===== src/design/scu_map.svh =====
// Purpose: Register offsets, field positions, reset values and counts of the serial unit.
// Assumes: 8-bit register port, 3-bit word address.
// Notes:   Definitions only.
// What this block does
// - Four separate interrupt request lines are driven.
// - Empty and done flags raise their requests.
// - Full flag and error flags raise requests.
// - Fixed priority: error, full, empty, done.
// - Hold-to-shift transfer sets the empty flag.
// - Hold writes always land, replacing pending byte.
// - Overrun discards the newly received byte.
// - Overrun keeps full; other errors still move data.
// - Break keeps receiver running, framing re-sets.
// - Clearing transmit enable aborts the transmitter.
// - Synchronous mode: receive errors block transmit start.
// - Clearing receive enable keeps error flags.
// - Asynchronous receive samples mid-bit at 16x.
// - External clock: late disable sets full, no move.
// - Internal clock: late disable sets full, no move.
// - Standby keeps setup; empty set if enabled.
// - Done and error requests gated by enables.
`ifndef SCU_MAP_SVH
`define SCU_MAP_SVH
// Word addresses
`define SCU_A_CTRL   3'h0
`define SCU_A_FLAGS  3'h1
`define SCU_A_FMT    3'h2
`define SCU_A_BAUD   3'h3
`define SCU_A_TXH    3'h4
`define SCU_A_RXH    3'h5
// Control word fields
`define SCU_C_TIE    7
`define SCU_C_RIE    6
`define SCU_C_TE     5
`define SCU_C_RE     4
`define SCU_C_TX_DONE_IRQ_EN   2
`define SCU_C_CKI    0
// Flags word fields
`define SCU_F_EMPTY  7
`define SCU_F_FULL   6
`define SCU_F_OVR    5
`define SCU_F_FERR   4
`define SCU_F_PERR   3
`define SCU_F_DONE   2
// Frame format fields
`define SCU_M_SYNC   7
`define SCU_M_PEN    5
`define SCU_M_ODD    4
// Reset values
`define SCU_CTRL_RST 8'h00
`define SCU_FMT_RST  8'h00
`define SCU_BAUD_RST 8'hff
// Counts
`define SCU_OVS      4'hf
`define SCU_MID      4'h7
`define SCU_LAST     3'h7
`define SCU_SETTLE   2'h3
`endif


===== src/design/scu_pkg.sv =====
// Purpose: Types shared by the serial unit.
// Assumes: Nothing.
// Notes:   State enums carry no codes.
package scu_pkg;
    typedef enum {TX_IDLE, TX_START, TX_DATA, TX_PAR, TX_STOP} scu_tx_t;
    typedef enum {RX_IDLE, RX_START, RX_DATA, RX_PAR, RX_STOP, RX_SETTLE} scu_rx_t;
    typedef enum logic [1:0] {IRQ_ERR, IRQ_FULL, IRQ_EMPTY, IRQ_DONE} scu_irq_t;
endpackage


===== src/design/scu_bitclk.sv =====
// Purpose: Base clock tick at 16x the bit rate from a programmable divider.
// Assumes: Divider value is steady while running.
// Notes:   Tick is one cycle every divisor+1 clocks.
`timescale 1ns/10ps
module scu_bitclk #(
    parameter int DIV_W = 8
) (
    input  wire logic             clock,
    input  wire logic             sys_rst,
    input  wire logic             run,
    input  wire logic [DIV_W-1:0] divisor,
    output logic                  tick
);
    logic [DIV_W-1:0] cnt;

    // Tick on reaching the divisor
    assign tick = run && (cnt == divisor);

    // Free count, restarted when idle
    always_ff @(posedge clock) begin
        if (sys_rst || !run || tick) begin
            cnt <= '0;
        end else begin
            cnt <= cnt + 1'b1;
        end
    end
endmodule


===== src/design/scu_top.sv =====
// Purpose: Serial unit flags, interrupt requests, error handling and bit engines.
// Assumes: Plain register port, 50 MHz clock, sys_rst synchronous active high.
// Notes:   Pins rxd and sck_in pass two flip-flops before use.
//
// The address-and-strobe port and the register offsets were chosen for this implementation.
`timescale 1ns/10ps
`include "scu_map.svh"
module scu_top import scu_pkg::*; #(
    parameter int DIV_W = 8
) (
    input  wire logic       clock,
    input  wire logic       sys_rst,
    input  wire logic [2:0] addr,
    input  wire logic [7:0] wdata,
    input  wire logic       wr,
    input  wire logic       rd,
    output logic      [7:0] rdata,
    input  wire logic       standby,
    input  wire logic       rxd,
    output logic            txd,
    output logic            txd_oe,
    input  wire logic       sck_in,
    output logic            sck_out,
    output logic            sck_oe,
    output logic            rx_error_irq,
    output logic            rx_full_irq,
    output logic            tx_empty_irq,
    output logic            tx_done_irq,
    output logic            irq_any,
    output logic      [1:0] irq_top
);
    if (DIV_W < 1 || DIV_W > 8) begin : g_chk
        $error("DIV_W must be 1 to 8");
    end

    logic [7:0] serial_ctrl_word, frame_format_word, baud_div_word;
    logic [7:0] tx_hold_buf, tx_shift_unit, rx_hold_buf, rx_shift_unit;
    logic       tx_buf_empty, rx_buf_full, overrun_flag;
    logic       frame_error_flag, parity_flag, tx_done_flag;
    logic       tx_on, rx_on, is_sync, int_clk, any_err, base_tick;
    logic       rx_in, sck_sync, sck_prev, sck_run, sck_rise, sck_fall;
    logic [3:0] sc, tcnt, rcnt;
    logic [2:0] tbit, rbit;
    logic [1:0] scnt;
    logic       tpar, fe_l, pe_l;
    logic       tx_step, tx_last, can_load, tx_load, tx_finish;
    logic       rx_sample, rx_done, rx_cut, w_flags, w_txh;
    logic [1:0] pin_raw, pin_sync;
    scu_tx_t    tx_state;
    scu_rx_t    rx_state;

    assign tx_on   = serial_ctrl_word[`SCU_C_TE];
    assign rx_on   = serial_ctrl_word[`SCU_C_RE];
    assign is_sync = frame_format_word[`SCU_M_SYNC];
    assign int_clk = serial_ctrl_word[`SCU_C_CKI];
    assign any_err = overrun_flag | frame_error_flag | parity_flag;
    assign w_flags = wr && (addr == `SCU_A_FLAGS);
    assign w_txh   = wr && (addr == `SCU_A_TXH);

    // Two-stage synchronisers for the receive and clock pins
    assign pin_raw = {sck_in, rxd};
    for (genvar gi = 0; gi < 2; gi++) begin : g_sync
        logic q1, q2;
        always_ff @(posedge clock) begin
            if (sys_rst) begin
                q1 <= 1'b1;
                q2 <= 1'b1;
            end else begin
                q1 <= pin_raw[gi];
                q2 <= q1;
            end
        end
        assign pin_sync[gi] = q2;
    end
    assign rx_in    = pin_sync[0];
    assign sck_sync = pin_sync[1];

    // Base clock at 16x the bit rate
    scu_bitclk #(.DIV_W(DIV_W)) u_bitclk (
        .clock   (clock),
        .sys_rst (sys_rst),
        .run     (tx_on | rx_on),
        .divisor (baud_div_word[DIV_W-1:0]),
        .tick    (base_tick)
    );

    // Setup registers: only sys_rst clears them, standby keeps them
    always_ff @(posedge clock) begin
        if (sys_rst) begin
            serial_ctrl_word  <= `SCU_CTRL_RST;
            frame_format_word <= `SCU_FMT_RST;
            baud_div_word     <= `SCU_BAUD_RST;
        end else if (wr) begin
            if (addr == `SCU_A_CTRL) serial_ctrl_word <= wdata;
            if (addr == `SCU_A_FMT) frame_format_word <= wdata;
            if (addr == `SCU_A_BAUD) baud_div_word <= wdata;
        end
    end

    // Hold buffer takes every write, pending byte or not
    always_ff @(posedge clock) begin
        if (sys_rst) begin
            tx_hold_buf <= 8'h00;
        end else if (w_txh) begin
            tx_hold_buf <= wdata;
        end
    end

    // Synchronous clock: internal half periods of eight base ticks
    assign sck_run = is_sync && int_clk && !standby && (tx_state != TX_IDLE || rx_on);
    always_ff @(posedge clock) begin
        if (sys_rst || !sck_run) begin
            sc <= 4'h0;
        end else if (base_tick) begin
            sc <= sc + 4'h1;
        end
    end
    always_ff @(posedge clock) begin
        if (sys_rst) begin
            sck_prev <= 1'b1;
        end else begin
            sck_prev <= sck_sync;
        end
    end
    assign sck_rise = int_clk ? (sck_run && base_tick && sc == `SCU_MID)
                              : (sck_sync && !sck_prev);
    assign sck_fall = int_clk ? (sck_run && base_tick && sc == `SCU_OVS)
                              : (!sck_sync && sck_prev);
    assign sck_out  = !(sck_run && !sc[3]);
    assign sck_oe   = is_sync && int_clk && (tx_on || rx_on);

    // Transmit timing; sync mode holds off while receive errors stand
    assign tx_step   = is_sync ? sck_fall : (base_tick && tcnt == `SCU_OVS);
    assign can_load  = tx_on && !standby && !tx_buf_empty
                       && !(is_sync && any_err);
    assign tx_last   = tx_step && ((tx_state == TX_DATA && is_sync && tbit == `SCU_LAST)
                                   || tx_state == TX_STOP);
    assign tx_load   = can_load && (tx_state == TX_IDLE || tx_last);
    assign tx_finish = tx_last && !can_load;

    // Transmit engine; clearing enable resets it at once
    always_ff @(posedge clock) begin
        if (sys_rst || !tx_on || standby) begin
            tx_state      <= TX_IDLE;
            txd           <= 1'b1;
            tcnt          <= 4'h0;
            tbit          <= 3'h0;
            tpar          <= 1'b0;
            tx_shift_unit <= 8'h00;
        end else begin
            if (tx_state != TX_IDLE && base_tick) tcnt <= tcnt + 4'h1;
            if (tx_load) begin
                tx_shift_unit <= tx_hold_buf;
                tpar  <= ^tx_hold_buf ^ frame_format_word[`SCU_M_ODD];
                tbit  <= 3'h0;
                tcnt  <= 4'h0;
                tx_state <= is_sync ? TX_DATA : TX_START;
                txd   <= is_sync ? tx_hold_buf[0] : 1'b0;
            end else if (tx_finish) begin
                tx_state <= TX_IDLE; // sync mode keeps the last bit on the pin
            end else if (tx_step) begin
                case (tx_state)
                    TX_START: begin
                        tx_state <= TX_DATA;
                        txd <= tx_shift_unit[0];
                    end
                    TX_DATA: begin
                        if (tbit == `SCU_LAST) begin
                            tx_state <= frame_format_word[`SCU_M_PEN] ? TX_PAR : TX_STOP;
                            txd <= frame_format_word[`SCU_M_PEN] ? tpar : 1'b1;
                        end else begin
                            tbit <= tbit + 3'h1;
                            tx_shift_unit <= {1'b0, tx_shift_unit[7:1]};
                            txd <= tx_shift_unit[1];
                        end
                    end
                    TX_PAR: begin
                        tx_state <= TX_STOP;
                        txd <= 1'b1;
                    end
                    default: tx_state <= tx_state;
                endcase
            end
        end
    end
    assign txd_oe = tx_on;

    // Receive sampling: mid-bit in async, clock rise in sync
    assign rx_sample = is_sync ? sck_rise : (base_tick && rcnt == `SCU_OVS);
    assign rx_done   = rx_on && rx_state == RX_SETTLE && scnt == `SCU_SETTLE;
    assign rx_cut    = !rx_on && rx_state == RX_SETTLE;

    // Receive engine; keeps running through a break
    always_ff @(posedge clock) begin
        if (sys_rst || !rx_on || standby) begin
            rx_state      <= RX_IDLE;
            rcnt          <= 4'h0;
            rbit          <= 3'h0;
            scnt          <= 2'h0;
            fe_l          <= 1'b0;
            pe_l          <= 1'b0;
            rx_shift_unit <= 8'h00;
        end else begin
            if (base_tick) rcnt <= rcnt + 4'h1;
            case (rx_state)
                RX_IDLE: begin
                    fe_l <= 1'b0;
                    pe_l <= 1'b0;
                    rbit <= 3'h0;
                    scnt <= 2'h0;
                    rcnt <= 4'h0;
                    if (is_sync && !any_err) rx_state <= RX_DATA;
                    else if (!is_sync && !rx_in) rx_state <= RX_START;
                end
                RX_START: begin
                    if (base_tick && rcnt == `SCU_MID) begin
                        rcnt <= 4'h0;
                        rx_state <= rx_in ? RX_IDLE : RX_DATA;
                    end
                end
                RX_DATA: begin
                    if (rx_sample) begin
                        rx_shift_unit <= {rx_in, rx_shift_unit[7:1]};
                        rbit <= rbit + 3'h1;
                        if (rbit == `SCU_LAST) begin
                            if (is_sync) rx_state <= RX_SETTLE;
                            else if (frame_format_word[`SCU_M_PEN]) rx_state <= RX_PAR;
                            else rx_state <= RX_STOP;
                        end
                    end
                end
                RX_PAR: begin
                    if (rx_sample) begin
                        pe_l <= rx_in ^ (^rx_shift_unit) ^ frame_format_word[`SCU_M_ODD];
                        rx_state <= RX_STOP;
                    end
                end
                RX_STOP: begin
                    if (rx_sample) begin
                        fe_l <= !rx_in;
                        rx_state <= RX_SETTLE;
                    end
                end
                RX_SETTLE: begin
                    scnt <= scnt + 2'h1;
                    if (rx_done) rx_state <= RX_IDLE;
                end
                default: rx_state <= RX_IDLE;
            endcase
        end
    end

    // Receive hold buffer: no move on overrun or late disable
    always_ff @(posedge clock) begin
        if (sys_rst) begin
            rx_hold_buf <= 8'h00;
        end else if (rx_done && !rx_buf_full) begin
            rx_hold_buf <= rx_shift_unit;
        end
    end

    // Transmit flags; hardware set wins over software clear
    always_ff @(posedge clock) begin
        if (sys_rst) begin
            tx_buf_empty <= 1'b1;
            tx_done_flag <= 1'b1;
        end else begin
            if (tx_load || !tx_on || (standby && serial_ctrl_word[`SCU_C_TIE]))
                tx_buf_empty <= 1'b1;
            else if (w_txh || (w_flags && !wdata[`SCU_F_EMPTY]))
                tx_buf_empty <= 1'b0;
            if (tx_finish || !tx_on)
                tx_done_flag <= 1'b1;
            else if (w_txh || tx_load || (w_flags && !wdata[`SCU_F_DONE]))
                tx_done_flag <= 1'b0;
        end
    end

    // Receive flags; disabling receive leaves the error flags alone, a late disable in settle sets full
    always_ff @(posedge clock) begin
        if (sys_rst) begin
            rx_buf_full      <= 1'b0;
            overrun_flag     <= 1'b0;
            frame_error_flag <= 1'b0;
            parity_flag      <= 1'b0;
        end else begin
            if (rx_cut || (rx_done && !fe_l && !pe_l)) rx_buf_full <= 1'b1;
            else if (w_flags && !wdata[`SCU_F_FULL]) rx_buf_full <= 1'b0;
            if (rx_done && rx_buf_full) overrun_flag <= 1'b1;
            else if (w_flags && !wdata[`SCU_F_OVR]) overrun_flag <= 1'b0;
            if (rx_done && fe_l) frame_error_flag <= 1'b1;
            else if (w_flags && !wdata[`SCU_F_FERR]) frame_error_flag <= 1'b0;
            if (rx_done && pe_l) parity_flag <= 1'b1;
            else if (w_flags && !wdata[`SCU_F_PERR]) parity_flag <= 1'b0;
        end
    end

    // Request lines stand while flag and enable both stand
    assign rx_error_irq = serial_ctrl_word[`SCU_C_RIE] && any_err;
    assign rx_full_irq  = serial_ctrl_word[`SCU_C_RIE] && rx_buf_full;
    assign tx_empty_irq = serial_ctrl_word[`SCU_C_TIE] && tx_buf_empty;
    assign tx_done_irq  = serial_ctrl_word[`SCU_C_TX_DONE_IRQ_EN] && tx_done_flag;
    assign irq_any      = rx_error_irq | rx_full_irq | tx_empty_irq | tx_done_irq;

    // Highest pending source, error first
    always_comb begin
        if (rx_error_irq) irq_top = IRQ_ERR;
        else if (rx_full_irq) irq_top = IRQ_FULL;
        else if (tx_empty_irq) irq_top = IRQ_EMPTY;
        else irq_top = IRQ_DONE;
    end

    // Read data one cycle after the strobe, zero when unmapped
    always_ff @(posedge clock) begin
        if (sys_rst) begin
            rdata <= 8'h00;
        end else if (rd) begin
            case (addr)
                `SCU_A_CTRL:  rdata <= serial_ctrl_word;
                `SCU_A_FLAGS: rdata <= {tx_buf_empty, rx_buf_full, overrun_flag,
                                        frame_error_flag, parity_flag, tx_done_flag, 2'h0};
                `SCU_A_FMT:   rdata <= frame_format_word;
                `SCU_A_BAUD:  rdata <= baud_div_word;
                `SCU_A_TXH:   rdata <= tx_hold_buf;
                `SCU_A_RXH:   rdata <= rx_hold_buf;
                default:      rdata <= 8'h00;
            endcase
        end else begin
            rdata <= 8'h00;
        end
    end
endmodule

===== config.mk =====
export PLATFORM = sky130hd
export DESIGN_NAME = scu_top
export DESIGN_NICKNAME = d
export VERILOG_FILES = /design/src/design/scu_pkg.sv /design/src/design/scu_bitclk.sv /design/src/design/scu_top.sv
export VERILOG_INCLUDE_DIRS = /design/src /design/src/design
export SDC_FILE = /design/constraint.sdc
export NUM_CORES = 1
export LEC_CHECK = 0
export BUFFER_PORTS_ARGS = -buffer_cell sky130_fd_sc_hd__buf_2
export CORE_MARGIN = 4
export CORE_UTILIZATION = 40
export DETAILED_ROUTE_END_ITERATION = 8
export GPL_ROUTABILITY_DRIVEN = 0
export SLEW_MARGIN = 30
export SYNTH_ARGS = -nofsm -noshare
export SYNTH_HDL_FRONTEND = slang
export SYNTH_SLANG_ARGS = --single-unit

===== constraint.sdc =====
create_clock -name clock -period 4.37 [get_ports clock]
set_input_delay 0.2185 -clock clock [delete_from_list [all_inputs] [get_ports clock]]
set_output_delay 0.2185 -clock clock [all_outputs]
set_load 0.01 [all_outputs]

# Yosys cells after proc, flatten, opt, wreduce, memory -nomap -nowiden
# Index checks and enable logic that the tools add are counted.
# op_classes
add_sub_neg	7
eq_ne	35
muxes	56
bitwise_logic	12
n_reduce_logical	125
# op_table
op	count
two-way mux 32 bit	12
case mux 32 bit (6 select lines)	1
equality test 32 x 2 -> 1 bit, second input constant	4
equality test 32 x 3 -> 1 bit, second input constant	3
case mux 32 bit (3 select lines)	1
equality test 32 x 1 -> 1 bit, second input constant	2
equality test 32 x 4 -> 1 bit, second input constant	2
zero test 32 bit	2
logical AND 1 bit	48
case mux 8 bit (6 select lines)	1
two-way mux 8 bit	5
nonzero test 32 bit	1
zero test 1 bit	24
two-way mux 1 bit	21
nonzero test 2 bit	10
logical OR 1 bit	18
!= test 2 bit, second input constant	8
XOR reduction 8 bit	2
AND reduction 2 bit	7
adder 4 x 1 -> 4 bit, second input constant	3
equality test 3 bit, second input constant	4
equality test 4 bit, second input constant	3
two-way mux 3 bit	3
adder 8 x 1 -> 8 bit, second input constant	1
27 further kinds	49
# totals
ff_bits	171
inputBits	18
word_cells	267

# Depth between registers and ports, before layout
# Gate-level depths: netlist of run 1.
# depth
depth_word	13
ltp_mapped	9
mapped_depth_nobuf	9

# Hierarchy
# Synthesis of run 1 repeated with hierarchy kept, for this count alone.
# unflattened
cells_unflattened	650
hier_area_um2	5575.3
# modules_own_cells
module	n_inst	cells_per_inst	area_per_inst_um2	seq_area_each_um2
scu_top	1	602	5101.1	2102.0
scu_bitclk	1	48	474.2	160.2

# Worst setup path before layout of run 1
# Ideal clock, no wire load.
# synth_path
path_kind	register to register
startpoint	reg serial_ctrl_word[4]
endpoint	reg rx_state[0]
setup_time_ns	0.116
arrival_time_ns	2.028
t_required_ns	4.254
slack_ns	2.226
stages_incl_launch_ff	9
period_less_slack_ns	2.144
cell_sequence	dfxtp_1 > buf_4 > nor4_1 > or4_1 > o32a_1 > o32a_2 > a221oi_2 > nand2_1 > o211a_1
# synth_between
elab_chain_cells	8
elab_cells_between_ends	21
# synth_lines
element	line_no	source
start, declared	scu_top.sv:36	logic [7:0] serial_ctrl_word, frame_format_word, baud_div_word;
start signal, assigned	scu_top.sv:90	serial_ctrl_word <= `SCU_CTRL_RST;
start signal, assigned	scu_top.sv:94	if (addr == `SCU_A_CTRL) serial_ctrl_word <= wdata;
bitwise OR 1 bit / logical OR 1 bit (equally long branches)	scu_top.sv:82, scu_top.sv:110	
logical AND 1 bit (on tied branches)	scu_bitclk.sv:17, scu_top.sv:110	
logical AND 1 bit	scu_top.sv:125	assign sck_rise = int_clk ? (sck_run && base_tick && sc == `SCU_MID)
logical AND 1 bit (no source line)	--	
two-way mux 1 bit	scu_top.sv:125	
two-way mux 1 bit	scu_top.sv:189	assign rx_sample = is_sync ? sck_rise : (base_tick && rcnt == `SCU_OVS);
!= test 2 bit (no source line)	--	
AND reduction 7 bit (no source line)	--	
end signal, assigned	scu_top.sv:218	rx_state <= rx_in ? RX_IDLE : RX_DATA;
end, declared	scu_top.sv:50	scu_rx_t rx_state;
# Several ways; a longest one is shown, not always the timed one.
# A chain may end at the register's enable or synchronous reset.

# Worst setup path after layout of run 1
# layout_path
startpoint	reg frame_format_word[7]
endpoint	reg rbit[0]
# layout_between
elab_chain_cells	9
# layout_lines
element	line_no	source
start, declared	scu_top.sv:36	
start signal, assigned	scu_top.sv:91	frame_format_word <= `SCU_FMT_RST;
start signal, assigned	scu_top.sv:95	if (addr == `SCU_A_FMT) frame_format_word <= wdata;
logical AND 1 bit (3 in a row)	scu_top.sv:110	assign sck_run = is_sync && int_clk && !standby && (tx_state != TX_IDLE || rx_on);
logical AND 1 bit	scu_top.sv:125	
logical AND 1 bit (no source line)	--	
two-way mux 1 bit	scu_top.sv:125	
two-way mux 1 bit *	scu_top.sv:189	
!= test 2 bit (no source line) *	--	
AND reduction 2 bit (no source line) *	--	
end signal, assigned	scu_top.sv:224	rbit <= rbit + 3'h1;
end, declared	scu_top.sv:43	logic [2:0] tbit, rbit;
# Every way passes the cells marked *; elsewhere a longest branch is shown, timed or not.

==> results.json, run 1 <==
{
  "synth_cell_types": 67,
  "critPathLaunchType": "register",
  "grt_use_total_pct": 18.48,
  "cts_setup_buffers": 0,
  "worstPathBufferInverterCount": 0,
  "boundaryPins": 37,
  "grt_remaining_overflow": 0,
  "num_rows": 42,
  "timing.hold.ws_ns": 0.09698,
  "status": "completed",
  "final.setup.worst_slack_ns": 1.730,
  "rsz0062_at_grt": "false",
  "setup_tns_ns": 0,
  "dp_hpwl_um": 10520,
  "crit_path_max_fanout": 16,
  "fin_util_pct": 47.77,
  "antenna_found_initial": 0,
  "htree_levels": 4,
  "syn_area_per_cell_um2": 8.458,
  "wl_per_cell_um": 16.63,
  "final_common_cell": "dfxtp_1",
  "cellPowerDensity_mw_per_mm2": 388.8,
  "cts.sink_count": 113,
  "synthArstFlopShare_pct": 0,
  "critical_path_required_ns": 4.71,
  "fmax_ghz": 0.3787,
  "finClkSkew_ns": 0.01180,
  "critPathSlowestCell": "dfxtp_1",
  "grt_pass1_vias": 4633,
  "nets": 704,
  "holdPathEnd": "tx_hold_buf[0]",
  "reg2reg_from": "frame_format_word[7]",
  "ys.flop_type": "dfxtp_1",
  "rr_endpoint": "rbit[0]",
  "end_kind": "register",
  "die-area_mm2": 0.01566,
  "worstSetupStartpoint": "frame_format_word[7]",
  "worstHoldStart": "wdata[0]",
  "diodes": 0,
  "period_needed_ns": 2.640,
  "synth_edf_count": 0,
  "cts_tree": "yes",
  "ant_nets": 0,
  "hold_violations": 0,
  "die_width_um": 125.1,
  "synth_nets": 676,
  "drc": 0,
  "cts_resized": 0,
  "cap_violations": 0,
  "tightest_slew_ns": 0.8312,
  "syn-cell-area_mm2": 0.005489,
  "timing.hold.worst.class": "in2reg",
  "period_share_pct": 60.42,
  "synth_cells": 649,
  "drtIter0Drc": 270,
  "worstPathArrival_ns": 2.98,
  "fin_area_mm2": 0.006376,
  "num_vias": 4678,
  "reg2regPathDepth": 7,
  "portBuffers": 36,
  "design.core.area_mm2": 0.01335,
  "drive_gt1_share_pct": 14.78,
  "ys_seq_area_share_pct": 41.21,
  "setup-violations-final": 0,
  "slew_violations": 0,
  "slew_headroom_pct": 44.28,
  "ys.warnings.count": 0,
  "p_leak_nw": 2.376,
  "place_ws_ns": 1.749,
  "cts-root-buf": "clkbuf_16",
  "routed_wl_um": 14400,
  "area_growth_pct": 16.16,
  "worst-r2r-setup-slack_ns": 1.73,
  "grt_max_degree": 29,
  "most-common-layout-cells": "dfxtp_1, nand2_1, nor2_1, a21oi_1, buf_2",
  "path_clk_slew_ns": 0.06,
  "cts_buffers": 17,
  "post_drt_via_cell_ratio": 5.402,
  "cts_buffer_depth": 2,
  "place_area_mm2": 0.005776,
  "grt_pass1_wl_um": 23580,
  "cp_slowest_stage_delay_ns": 0.64,
  "dieHeight_um": 125.1,
  "critPathTopFamily": "simple AND/OR/NAND/NOR gates",
  "dr.pass1.iters": 5,
  "vdd_drop_max_v": 0.0002347,
  "worstPathCellList": "nand2_1 > or4_1 > o32a_1 > o32a_2 > nand3b_4 > mux2_1 > nor2_1",
  "ys_seq_elements": 113,
  "crit_type": "reg2reg",
  "clk_latency_ns": 0.41,
  "start_util_pct": 41.12,
  "whs_path_depth": 3
}
how the worst max path moves through the flow:
stage | end | slack, ns | depth (start not counted)
final | rbit[0] | 1.73 | 7
after global routing | rbit[0] | 1.53 | 7
after CTS | rbit[0] | 1.74 | 7
after detailed placement | rbit[0] | 1.75 | 7
after global placement | rbit[0] | 1.81 | 7
after floorplan | rx_state[0] | 2.23 | 8
tightest hold or removal path, stage by stage:
cell	delay (ns)
buf_2	0.13
nand2_1	0.06
a21oi_1	0.05
layer usage:
layer	GRT usage, %	up-vias	routed length (um)
li1	-	2322	-
met1	23.81	2215	6696
met2	30.40	125	6891
met3	4.691	16	627
met4	5.995	0	189
met5	0	-	0
timing repair:
item / 4_1_cts / 5_1_grt
setup endpoints to repair: 0 / 0
hold buffers: 2 / 0
endpoints found under the hold margin: 2 / 0
per-stage QoR:
step / std cells / power (mW)
after global routing: 866 / 2.561
after floorplan: 649 / 1.137
after CTS: 866 / 2.502
after detailed placement: 832 / 1.175
after global placement: 832 / 1.173
final: 866 / 2.479
Yosys cell counts (all sizes together) (3+ instances only):
library cell | instances | area, um^2
a211oi | 4 | 30.03
a21oi | 56 | 284.0
a221o | 5 | 50.05
a221oi | 5 | 50.04
a22oi | 4 | 30.03
a31oi | 12 | 87.58
and2 | 8 | 50.05
and3 | 7 | 43.79
buf | 5 | 32.53
clkbuf | 25 | 93.84
dfxtp | 113 | 2262
ha | 9 | 112.6
inv | 7 | 26.28
mux2 | 9 | 101.4
mux2i | 28 | 280.3
nand2 | 106 | 400.4
nand2b | 8 | 50.05
nand3 | 12 | 60.06
nand3b | 10 | 87.58
nand4 | 6 | 37.54
nor2 | 89 | 336.6
nor2b | 5 | 31.28
nor3 | 6 | 35.03
nor4 | 3 | 33.78
o21ai | 24 | 120.1
or2 | 7 | 43.80
or4 | 5 | 41.29
xnor2 | 28 | 245.2
xor2 | 14 | 122.6
logic make-up (layout without fill, tap and decap cells):
kind of cell | count (synthesis) | in the layout | synth area share, %
and+or+nand+nor | 280 | 280 | 24.03
AOI/OAI and AO/OA | 129 | 129 | 15.45
DFF | 113 | 113 | 41.21
xor gates and xnor gates | 42 | 42 | 6.702
muxes | 39 | 39 | 7.773
buffers and inverters | 37 | 78 | 2.781
adders and majority gates | 9 | 9 | 2.052
cell type report:
cell class              instances  area, um^2
repair buffers                 39       207.7
clock buffers                  21       470.5
flip-flops and latches        113        2262
inverters                       7       26.28
multi-input cells             499        3084
fillers                      1338        6972
well taps                     176       220.2
clock inverters                11       105.1
power breakdown:
part / total, mW / internal [mW] / switching, mW
combinational: 0.100 / 0.0395 / 0.0608
sequential: 1.05 / 1.04 / 0.0126
clock: 1.32 / 0.829 / 0.495
No activity file was read; power rests on OpenSTA's default activity.
==> run 2, diff against run 1 <==
==> constraint.sdc (replaced) <==
create_clock -name clock -period 2.3 [get_ports clock]
set_input_delay 0.115 -clock clock [delete_from_list [all_inputs] [get_ports clock]]
set_output_delay 0.115 -clock clock [all_outputs]
set_load 0.01 [all_outputs]
==> run 2 against run 1 <==
Non-clock buffer count is 44 higher. Global-route usage grew 0.76 points. Setup slack worse by 1.7 ns. Final cell count grew 5.1%. Flip-flop and latch count did not move. Die area unchanged. Worst hold slack got worse by 0.085 ns. Highest routed layer unchanged.
==> results.json, run 2 (synthesis results as in run 1) <==
{
  "status": "completed",
  "dp_hpwl_um": 10850,
  "grt_max_degree": 51,
  "portBuffers": 36,
  "worstPathCellList": "xnor2_2 > nand4_1 > or3_4 > o32a_4 > buf_4 > or4_1 > a31oi_1",
  "p_leak_nw": 2.644,
  "rr_endpoint": "fe_l",
  "drtIter0Drc": 376,
  "end_kind": "register",
  "reg2regPathDepth": 7,
  "cts_tree": "yes",
  "worst-r2r-setup-slack_ns": 0.02,
  "holdPathEnd": "frame_format_word[5]",
  "grt_use_total_pct": 19.24,
  "routed_wl_um": 15150,
  "cts_buffer_depth": 2,
  "worstPathArrival_ns": 2.61,
  "crit_path_max_fanout": 7,
  "cts_buffers": 17,
  "post_drt_via_cell_ratio": 5.382,
  "cts.sink_count": 113,
  "crit_type": "reg2reg",
  "period_needed_ns": 2.282,
  "area_growth_pct": 25.58,
  "rsz0062_at_grt": "true",
  "whs_path_depth": 3,
  "path_clk_slew_ns": 0.05,
  "period_share_pct": 99.20,
  "grt_remaining_overflow": 0,
  "cts-root-buf": "clkbuf_16",
  "vdd_drop_max_v": 0.0005245,
  "grt_pass1_wl_um": 24230,
  "worstHoldStart": "wdata[5]",
  "htree_levels": 4,
  "grt_pass1_vias": 4736,
  "wl_per_cell_um": 16.65,
  "critPathLaunchType": "register",
  "boundaryPins": 37,
  "tightest_slew_ns": 0.6457,
  "timing.hold.ws_ns": 0.01204,
  "fill_cells": 1259,
  "dieHeight_um": 125.1,
  "most-common-layout-cells": "dfxtp_1, nand2_1, nor2_1, a21oi_1, buf_4",
  "die_width_um": 125.1,
  "critical_path_required_ns": 2.63,
  "finClkSkew_ns": 0.009380,
  "clk_latency_ns": 0.42,
  "die-area_mm2": 0.01566,
  "critPathSlowestCell": "or3_4",
  "cellPowerDensity_mw_per_mm2": 723.4,
  "diodes": 0,
  "slew_headroom_pct": 56.95,
  "cap_violations": 0,
  "drive_gt1_share_pct": 20.84,
  "drc": 0,
  "cp_slowest_stage_delay_ns": 0.48,
  "fmax_ghz": 0.4383,
  "num_vias": 4898,
  "slew_violations": 0,
  "start_util_pct": 41.12,
  "antenna_found_initial": 0,
  "timing.hold.worst.class": "in2reg",
  "nets": 748,
  "reg2reg_from": "u_bitclk.cnt[6]",
  "final_common_cell": "dfxtp_1",
  "dr.pass1.iters": 4,
  "totalPowerFinal_mw": 4.986,
  "ant_nets": 0,
  "num_rows": 42,
  "setup-violations-final": 0,
  "hold_violations": 0,
  "design.core.area_mm2": 0.01335
}
-- run 2: metal layers --
metal / global-route usage (%) / routed length [um] / vias up
li1: - / - / 2415
met1: 24.60 / 6899 / 2346
met2: 31.79 / 7350 / 114
met3: 4.776 / 649 / 23
met4: 6.633 / 248 / 0
met5: 0 / 0 / -
-- run 2: how the worst max path moves through the flow --
stage | depth (start not counted) | end | slack (ns) | startpoint
finish | 7 | fe_l | 0.02 | u_bitclk.cnt[6]
global route | 7 | tx_shift_unit[2] | -0.09 | baud_div_word[0]
CTS | 9 | tx_shift_unit[4] | 0.03 | sc[1]
detailed placement | 7 | tx_shift_unit[2] | -0.02 | serial_ctrl_word[4]
global placement | 7 | tx_shift_unit[3] | 0.001 | serial_ctrl_word[4]
floorplan | 8 | rx_state[0] | 0.16 | serial_ctrl_word[4]
-- run 2: area by class of cell --
cell class                 instances  area (um^2)  share of cell area, %
clock buffer                      23        467.9                  6.789
clock inverter                     9        155.1                  2.251
inverter                           7        26.28                 0.3812
multi-input combinational        499         3182                  46.16
sequential                       113         2276                  33.02
tap                              176        220.2                  3.195
timing repair buffer              83        565.5                  8.205
-- run 2: report_power, final --
part	total, mW	switching (mW)	internal, mW
sequential	2.00	0.0214	1.98
clock	2.77	0.906	1.87
combinational	0.211	0.123	0.0879
total	4.99	1.05	3.93
-- run 2: worst max-delay path, delay by kind of cell, from the launching register on --
| kind | cells | cell delay (ns) |
|---|---|---|
| AOI/OAI and AO/OA | 2 | 0.42 |
| buffers and inverters | 1 | 0.16 |
| DFF | 1 | 0.35 |
| xor gates and xnor gates | 1 | 0.16 |
| and+or+nand+nor | 3 | 1.10 |
-- run 2: per-stage QoR --
stage	cells	util (%)	TNS (ns)	instance area [um^2]	setup WS [ns]
detailed placement	865	45.18	-0.1045	6031	-0.02401
global route	910	51.64	-0.9517	6893	-0.08772
finish	910	51.64	0	6893	0.01840
global placement	865	45.18	0	6031	0.001138
CTS	907	50.93	0	6798	0.02527
floorplan	649	-	0	5489	0.1559
-- run 2: repair_timing --
item | 4_1_cts | 5_1_grt
setup endpoints to repair | 12 | 32
pin swaps | 3 | 5
hold endpoints to repair | 18 | 0
setup buffers | 2 | 3
gates resized for setup | 10 | 17
hold buffers | 8 | 0
